## config.mk

```make
export PLATFORM = sky130hd
export DESIGN_NAME = vcodiv_top
export DESIGN_NICKNAME = d
export VERILOG_FILES = /design/src/rtl/vcodiv_pkg.sv /design/src/rtl/vcodiv_top.sv
export SDC_FILE = /design/constraint.sdc
export NUM_CORES = 1
export LEC_CHECK = 0
export BUFFER_PORTS_ARGS = -buffer_cell sky130_fd_sc_hd__clkbuf_2
export CAP_MARGIN = 15
export CORE_UTILIZATION = 34
export CTS_CLUSTER_DIAMETER = 50
export DETAILED_ROUTE_END_ITERATION = 16
export SLEW_MARGIN = 15
export SYNTH_ARGS = -nofsm -noshare
export SYNTH_HDL_FRONTEND = slang
export SYNTH_SLANG_ARGS = --single-unit
```

## constraint.sdc

```tcl
create_clock -name i_clk -period 1.5 [get_ports i_clk]
set_input_delay 0.075 -clock i_clk [delete_from_list [all_inputs] [get_ports i_clk]]
set_output_delay 0.075 -clock i_clk [all_outputs]
set_load 0.03 [all_outputs]
```

## src/rtl/vcodiv_pkg.sv

```systemverilog
// Package: register map, fields and divider ratios of the oscillator control block
`default_nettype none
package vcodiv_pkg;
    // ----------------------------------------
    // Register map
    // ----------------------------------------
    localparam int unsigned ADDR_W = 12;                 // Register address width
    localparam logic [11:0] OSC_CTRL_ADDR = 12'h0F3;     // Oscillator control
    localparam logic [11:0] OSC_DIV_ADDR = 12'h0F4;      // Oscillator divider control
    localparam logic [7:0] OSC_CTRL_RESET = 8'h00;       // All control bits at default 0
    localparam logic [7:0] OSC_DIV_RESET = 8'h00;        // Divide-by-3, both running
    localparam logic [7:0] OSC_CTRL_MASK = 8'h1E;        // Writable bits [4:1]
    localparam logic [7:0] OSC_DIV_MASK = 8'h77;         // Writable bits 6..4 and 2..0
    localparam logic [7:0] UNMAPPED_DATA = 8'h00;        // Read value off the map
    // ----------------------------------------
    // Field positions
    // ----------------------------------------
    localparam int unsigned SYNC_OVR_BIT = 4;            // Force sync release
    localparam int unsigned REF_OVR_BIT = 3;             // Force reference valid
    localparam int unsigned MIDSCALE_BIT = 2;            // Force midscale control voltage
    localparam int unsigned CAL_BIT = 1;                 // Calibrate oscillator
    localparam int unsigned DIV2_PD_BIT = 6;             // Second divider power-down
    localparam int unsigned DIV2_LSB = 4;                // Second divider ratio field
    localparam int unsigned DIV1_PD_BIT = 2;             // First divider power-down
    localparam int unsigned DIV1_LSB = 0;                // First divider ratio field
    // ----------------------------------------
    // Divider ratio codes and values
    // ----------------------------------------
    localparam logic [1:0] DIVSEL_3 = 2'h0;              // Divide by 3
    localparam logic [1:0] DIVSEL_4 = 2'h1;              // Divide by 4
    localparam logic [1:0] DIVSEL_5 = 2'h2;              // Divide by 5
    localparam logic [1:0] DIVSEL_3_ALT = 2'h3;          // Divide by 3, second code
    localparam logic [2:0] RATIO_3 = 3'h3;               // Ratio three
    localparam logic [2:0] RATIO_4 = 3'h4;               // Ratio four
    localparam logic [2:0] RATIO_5 = 3'h5;               // Ratio five
    // Distribution sync state
    typedef enum logic [0:0] {VCODIV_HELD, VCODIV_RELEASED} vcodiv_sync_e;
endpackage : vcodiv_pkg
`default_nettype wire

```

## src/rtl/vcodiv_top.sv

```systemverilog
// Oscillator control and oscillator divider selection registers with sync release
//
// Behaviour
// - Override clear: hold distribution until lock
// - On lock, release all dividers together
// - Override set: release immediately, ignore lock
// - Override clear: reference valid from input_pll
// - Override set: reference always treated valid
// - Midscale bit forces oscillator control midscale
// - Writing calibrate starts calibration, never self-clears
// - Calibrate bit zero holds calibration reset
// - Power-down bit stops its oscillator divider
// - Second divider ratio 3/4/5/3, channels 4-9
// - First divider ratio 3/4/5/3, all channels
//
// Design decision made here: strobed register access.
`timescale 1ns/10ps
`default_nettype none
module vcodiv_top
    import vcodiv_pkg::*;
(
    // Clock and reset
    input wire logic i_clk,
    input wire logic i_reset_n,
    // Register port
    input wire logic [ADDR_W-1:0] i_addr,
    input wire logic [7:0] i_wdata,
    input wire logic i_wr,
    input wire logic i_rd,
    output logic [7:0] o_rdata,
    // Status from neighbouring blocks
    input wire logic i_output_pll_lock,
    input wire logic i_input_pll_osc_valid,
    // Distribution and oscillator controls
    output logic o_dist_sync_hold,
    output logic o_dist_sync_release,
    output logic o_output_pll_ref_valid,
    output logic o_osc_midscale,
    output logic o_osc_cal_run,
    output logic o_osc_cal_reset,
    // First oscillator divider (all channels)
    output logic o_first_osc_divider_pd,
    output logic [2:0] o_first_osc_divider_ratio,
    // Second oscillator divider (channels 4 to 9)
    output logic o_second_osc_divider_pd,
    output logic [2:0] o_second_osc_divider_ratio
);

    // ----------------------------------------
    // Operating notes
    // ----------------------------------------
    // Both registers reset to zero: distribution held, tuning normal,
    // calibration held in reset and both dividers dividing by three.
    // The sync state reacts one edge after lock or override is seen, so
    // the start pulse and the falling hold level share one cycle and
    // every channel divider sees the same start edge.
    // Losing lock with the override clear drops back into hold, which
    // keeps the outputs static while the output loop locks again.
    // The calibrate bit is a plain level: hardware never clears it, so a
    // second calibration needs a write of zero and then one of one.
    // The reference-valid output passes the indicator through unregistered,
    // so the output loop sees a change in the same cycle.
    // Reserved bits are masked on write and always read as zero.
    // Read data stand for one cycle only and are zero otherwise.

    // ----------------------------------------
    // Ratio decode function
    // ----------------------------------------
    // Codes 00 and 11 both give divide by three
    function automatic logic [2:0] ratio_of(input logic [1:0] code);
        logic [2:0] r;
        r = RATIO_3;
        unique case (code)
            DIVSEL_4: begin
                r = RATIO_4;
            end
            DIVSEL_5: begin
                r = RATIO_5;
            end
            default: begin
                r = RATIO_3; // Codes 00 and 11
            end
        endcase
        return r;
    endfunction : ratio_of

    // ----------------------------------------
    // Registers
    // ----------------------------------------
    logic [7:0] ctrl_q; // Oscillator control
    logic [7:0] div_q; // Divider control
    logic [7:0] rdata_q; // Read data
    vcodiv_sync_e sync_q; // Distribution sync state
    vcodiv_sync_e sync_d; // Next sync state

    // Address decode
    wire logic hit_ctrl = (i_addr == OSC_CTRL_ADDR);
    wire logic hit_div = (i_addr == OSC_DIV_ADDR);
    wire logic [7:0] rd_mux = hit_ctrl ? ctrl_q : (hit_div ? div_q : UNMAPPED_DATA);

    // Write strobes qualified by address
    wire logic wr_ctrl = i_wr && hit_ctrl; // Write to oscillator control
    wire logic wr_div = i_wr && hit_div; // Write to divider control

    // Field views
    wire logic sync_ovr = ctrl_q[SYNC_OVR_BIT];
    wire logic ref_ovr = ctrl_q[REF_OVR_BIT];
    wire logic cal_bit = ctrl_q[CAL_BIT];

    // Register writes; only software changes the calibrate bit
    always_ff @(posedge i_clk or negedge i_reset_n) begin
        if (!i_reset_n) begin
            ctrl_q <= OSC_CTRL_RESET;
            div_q <= OSC_DIV_RESET;
        end else begin
            // Control write; reserved bits stay zero
            if (wr_ctrl) begin
                ctrl_q <= i_wdata & OSC_CTRL_MASK;
            end
            // Divider write; reserved bits stay zero
            if (wr_div) begin
                div_q <= i_wdata & OSC_DIV_MASK;
            end
        end
    end

    // Read data one cycle after strobe
    always_ff @(posedge i_clk or negedge i_reset_n) begin
        if (!i_reset_n) begin
            rdata_q <= UNMAPPED_DATA;
        end else if (i_rd) begin
            // Selected register on a read strobe
            rdata_q <= rd_mux;
        end else begin
            // Zero in every other cycle
            rdata_q <= UNMAPPED_DATA;
        end
    end
    assign o_rdata = rdata_q;

    // ----------------------------------------
    // Distribution sync state machine
    // ----------------------------------------
    always_comb begin
        sync_d = sync_q;
        unique case (sync_q)
            // Held: wait for lock or override
            VCODIV_HELD: begin
                if (sync_ovr || i_output_pll_lock) begin
                    sync_d = VCODIV_RELEASED;
                end
            end
            // Released: back to hold once both are gone
            VCODIV_RELEASED: begin
                if (!sync_ovr && !i_output_pll_lock) begin
                    sync_d = VCODIV_HELD;
                end
            end
        endcase
    end

    // State register
    always_ff @(posedge i_clk or negedge i_reset_n) begin
        if (!i_reset_n) begin
            sync_q <= VCODIV_HELD;
        end else begin
            sync_q <= sync_d;
        end
    end

    // Release pulse starts all dividers together
    // Fires in the cycle in which hold drops
    logic rel_pulse_q;
    always_ff @(posedge i_clk or negedge i_reset_n) begin
        if (!i_reset_n) begin
            rel_pulse_q <= 1'b0;
        end else begin
            rel_pulse_q <= (sync_q == VCODIV_HELD) && (sync_d == VCODIV_RELEASED);
        end
    end
    // Hold level straight from the state register
    assign o_dist_sync_hold = (sync_q == VCODIV_HELD);
    assign o_dist_sync_release = rel_pulse_q;

    // ----------------------------------------
    // Oscillator controls
    // ----------------------------------------
    // Reference valid from indicator unless overridden
    assign o_output_pll_ref_valid = ref_ovr | i_input_pll_osc_valid;
    // Midscale force straight from its bit
    assign o_osc_midscale = ctrl_q[MIDSCALE_BIT];
    // Calibration runs while the bit is one
    assign o_osc_cal_run = cal_bit;
    // Calibration held in reset while the bit is zero
    assign o_osc_cal_reset = ~cal_bit;

    // ----------------------------------------
    // Divider controls
    // ----------------------------------------
    // Power-down levels of both dividers
    assign o_first_osc_divider_pd = div_q[DIV1_PD_BIT];
    assign o_second_osc_divider_pd = div_q[DIV2_PD_BIT];
    // Ratio decode of each field
    assign o_first_osc_divider_ratio = ratio_of(div_q[DIV1_LSB +: 2]);
    assign o_second_osc_divider_ratio = ratio_of(div_q[DIV2_LSB +: 2]);
endmodule : vcodiv_top
`default_nettype wire

```

Yosys cells after proc, flatten, opt, wreduce, memory -nomap -nowiden

Cells that the tools add are included.

Bits in registers: 19
Output and inout bits: 22
Logic and storage cells: 29

Equality and inequality tests: 6
Multiplexer cells: 8
Bitwise logic cells: 3
Reduce and logical (&&, ||, !) cells: 7

Operators by type and width:

| kind                                                                    | number |
|---|---|
| 12-bit by 8-bit equality test with 1-bit output (second input constant) | 2 |
| 7-bit 2-to-1 mux                                                        | 3 |
| 3-bit case mux with 2 select lines                                      | 2 |
| 2-bit by 1-bit equality test with 1-bit output (second input constant)  | 2 |
| 2-bit equality test (second input constant)                             | 2 |
| 1-bit logical AND                                                       | 4 |
| 1-bit logical NOT                                                       | 2 |
| 1-bit 2-to-1 mux                                                        | 2 |
| 1-bit NOT                                                               | 2 |
| 1-bit case mux with 2 select lines                                      | 1 |
| 1-bit logical OR                                                        | 1 |
| 1-bit bitwise OR                                                        | 1 |

Logic depth before layout (Yosys ltp)

Depth in word-level cells: 5
Mapped depth: 3
Depth with buffers taken out: 3

Worst setup path after synthesis

No wires, ideal clock.

Kind: register -> output
From: reg div_q[4]
To: out o_second_osc_divider_ratio[2]
Arrival: 1047 ps
Path slack: 378 ps
Stages on the path, launching flop included: 3
Buffers on the path: 0
Cell sequence: dfrtp_1 > ha_1 > inv_1

Longest elaborated chain between the ends: 2
Elaborated cells between the ends (all ways): 3

RTL lines:

| element                                                                               | RTL line          | source |
|---|---|---|
| start, declared                                                                       | vcodiv_top.sv:91  | `logic [7:0] div_q;` |
| start signal, assigned                                                                | vcodiv_top.sv:122 | `div_q <= i_wdata & OSC_DIV_MASK;` |
| 2-bit equality test or 2-bit by 1-bit equality test with 1-bit output (tied branches) | vcodiv_top.sv:73  | `unique case (code)` |
| 3-bit case mux with 2 select lines *                                                  | vcodiv_top.sv:73  |  |
| end, declared                                                                         | vcodiv_top.sv:46  | `output logic [2:0] o_second_osc_divider_ratio` |

Every way passes the cells marked *; elsewhere a longest branch is shown, timed or not.

Final worst setup path

From: reg div_q[0]
To: out o_first_osc_divider_ratio[2]

Longest elaborated chain between the ends: 2
Elaborated cells between the ends (all ways): 3

RTL lines:

| element                                                                               | RTL line         | source |
|---|---|---|
| 2-bit equality test or 2-bit by 1-bit equality test with 1-bit output (tied branches) | vcodiv_top.sv:73 |  |
| 3-bit case mux with 2 select lines *                                                  | vcodiv_top.sv:73 |  |
| end, declared                                                                         | vcodiv_top.sv:43 | `output logic [2:0] o_first_osc_divider_ratio,` |

Marks and branches as above.

==> results by group <==
Run status
  • Outcome: finished, final reports clean

Power and ir drop
  • Peak VDD IR: 0.0006571 V
  • Pwr Total: 0.8583 mW
  • Lkg Pwr: 0.6790 nW
  • P per Cell Area: 724.4 nW/um^2

Synth
  • Post-synthesis mux area share: 13.43%
  • Ys flop type: dfrtp_1
  • Avg Cell Area, Syn: 13.10 sq um
  • Most frequent cells after synthesis: dfrtp_1 (19), mux2_2 (10), inv_1 (8)
  • Post-synthesis cell area: 838.3 sq um
  • FF+latch count, synth: 19
  • Top cells by area, synth: dfrtp_1 (57%), mux2_2 (13%), inv_1 (3.6%)
  • Top-count cell post-synth: dfrtp_1
  • EDFF count, synth: 0
  • Synth Area in Simple Gates: 19.25%
  • Ys async rst share: 100.0%
  • Adder-cell share of the synthesized area: 2.985%
  • Largest family of logic cells by synthesized area: simple AND/OR/NAND/NOR gates
  • Mapped Nets: 92
  • Yosys cell types: 19
  • Top cell type's share of synthesized area: 56.72%
  • Post-Synth XOR/XNOR Area: 0%
  • Synthesized instance count: 64
  • Compound-cell area share of the yosys netlist: 2.687%
  • Seq/Total Area, Yosys: 56.72%
  • Syn. warnings: 0
  • Yosys top cell by area: dfrtp_1

Detailed routing
  • WL/cell: 11.22 microns
  • Post-DRT Antenna Nets: 0
  • Post-DR vias/cell: 4.490
  • Iter 0 DRT Violations: 4
  • Vias: 660
  • Total wire length: 1649 microns
  • 1st-pass router iterations: 4
  • DRC viols: 0

Clock tree
  • Maximum buffer depth of the clock tree: 2
  • Sink Count: 19
  • Post-CTS Setup Bufs: 0
  • H-tree levels: 1
  • Post_cts resized: 0
  • CTS buffer count: 3
  • Clock transition at path regs: 0.10 ns
  • Post-CTS Hold Fix Bufs: 4
  • CTS tree: yes
  • CTS Root Buffer Type: clkbuf_4
  • Clk_lat worst skew: 0.29 ns

Setup path
  • Worst r2r dst: o_dist_sync_release
  • Worst R2R Start: ctrl_q[4]
  • Arrival @ worst endpoint: 1.26 ns
  • Worst R2R Path Depth: 2
  • Worst R2R Setup Slack: 0.54 ns
  • CP Class: flip-flop to output port
  • Worst setup SP type: flip-flop
  • Worst path required time: 1.42 ns
  • CP Capture Type: output port
  • Worst-path maximum fanout: 3

Min path
  • HP Class: input pin to flip-flop
  • Worst hold start: i_wdata[2]
  • Hold path endpoint: ctrl_q[2]
  • Min-Delay Path Depth: 2

Timing
  • Setup ws final: 0.1601 ns
  • Setup TNS: 0 ns
  • WHS: 0.02033 ns
  • F_max: 746.3 MHz
  • Fin. max-slew vios: 0
  • Clock skew: 0.008322 ns
  • Setup Viol. Count Final: 0
  • Unrepaired setup endpoints after global routing: no
  • Final period utilization: 89.33%
  • Minimum clock period: 1.340 ns
  • Final hold viol count: 0

GRT
  • Initial antenna violation count: 0
  • Vias in the first global route: 535
  • Grt ovf: 0
  • First-pass GRT wire length: 2415 microns
  • Overall Global Routing Usage: 12.65%
  • Largest net degree at the start of global routing: 20

Placement
  • Port bufs: 45
  • GPL Wtd Cong: 0.6531
  • Dpl hpwl: 1255 microns
  • Pre-CTS WS: 0.1825 ns

Final layout
  • Final #Nets: 148
  • Layout cells sized above 1: 55.46%
  • Final core occ: 52.06%
  • Ant diodes: 0
  • Area growth syn-to-layout: 41.34%

Die
  • Die X: 51.66 microns
  • Die ar.: 2668 sq um
  • Core Region: 2276 sq um
  • Ports: 48
  • FP Rows: 17
  • Die span in y: 51.66 microns
  • Initial core utilization: 36.83%

Job
  • Max-Cap Viols: 0
==> metrics by stage <==
| stage | area [sq um] | instances |
|---|---|---|
| 6_report | 1185 | 147 |
| 5_1_grt | 1185 | 147 |
| 4_1_cts | 1165 | 145 |
| 3_5_place_dp | 1099 | 137 |
| 3_3_place_gp | 1099 | 137 |
| 2_1_floorplan | 838.3 | 64 |
==> worst max-delay path by stage <==
stage,start,end,depth (start not counted)
after global placement,i_addr[3],ctrl_q[4],4
after floorplan,div_q[4],o_second_osc_divider_ratio[2],2
after CTS,div_q[0],o_first_osc_divider_ratio[2],3
after detailed placement,i_addr[3],ctrl_q[4],4
after global routing,div_q[0],o_first_osc_divider_ratio[2],3
final,div_q[0],o_first_osc_divider_ratio[2],3
==> final cells by class <==
cell class	count	area (sq um)
Fill cell	217	1091
Sequential cell	19	475.5
Multi-Input combinational cell	36	325.3
Timing Repair Buffer	52	292.8
Tap cell	28	35.03
Inverter	8	30.03
Clock buffer	4	26.28
==> routing by layer <==
layer	part of all wire (%)	global-route usage (%)	vias up	wire, microns
met3	6.1	5.263	3	100
met1	44	15.27	300	720
li1	-	-	335	-
met2	49	21.00	22	815
met5	0	0	-	0
met4	0.79	2.703	0	13
==> sequential cells by signal, indices dropped and copies added, names as in the netlist <==
signal,cells
sync_q,1
o_dist_sync_release,1
ctrl_q,4
div_q,6
o_rdata,7
==> cell families (layout without fill, tap and decap cells) <==
group           after synthesis  after routing
other cells                   1              1
compound gates                3              3
flops                        19             19
simple gates                 20             20
fa+ha+maj                     2              2
buf+inv                       9             64
mux                          10             10
==> report_power, final <==
| group | internal, mW | leakage [nW] | switching (mW) |
|---|---|---|---|
| Combinational | 0.0483 | 0.402 | 0.0513 |
| Clock | 0.104 | 0.0150 | 0.138 |
| Sequential | 0.516 | 0.262 | 0.00151 |
| Total | 0.667 | 0.679 | 0.191 |
==> critical path, stage by stage, from the launching register on <==
cell,delay [ns]
dfrtp_1,0.42
ha_1,0.31
inv_1,0.05
clkbuf_2,0.19
==> placed cells by master, fill, tap and decap left out, types with 2 or more instances in the layout <==
cell	Yosys	final
a22oi_1	3	3
and2_1	2	2
and3_1	4	4
clkbuf_2	0	45
clkbuf_4	0	3
dfrtp_1	19	19
dlygate4sd3_1	0	6
ha_1	2	2
inv_1	8	8
mux2_2	10	10
nand4_1	2	2
nor2_1	3	3
or2_2	2	2
No activity file was read; power rests on OpenSTA's default activity.
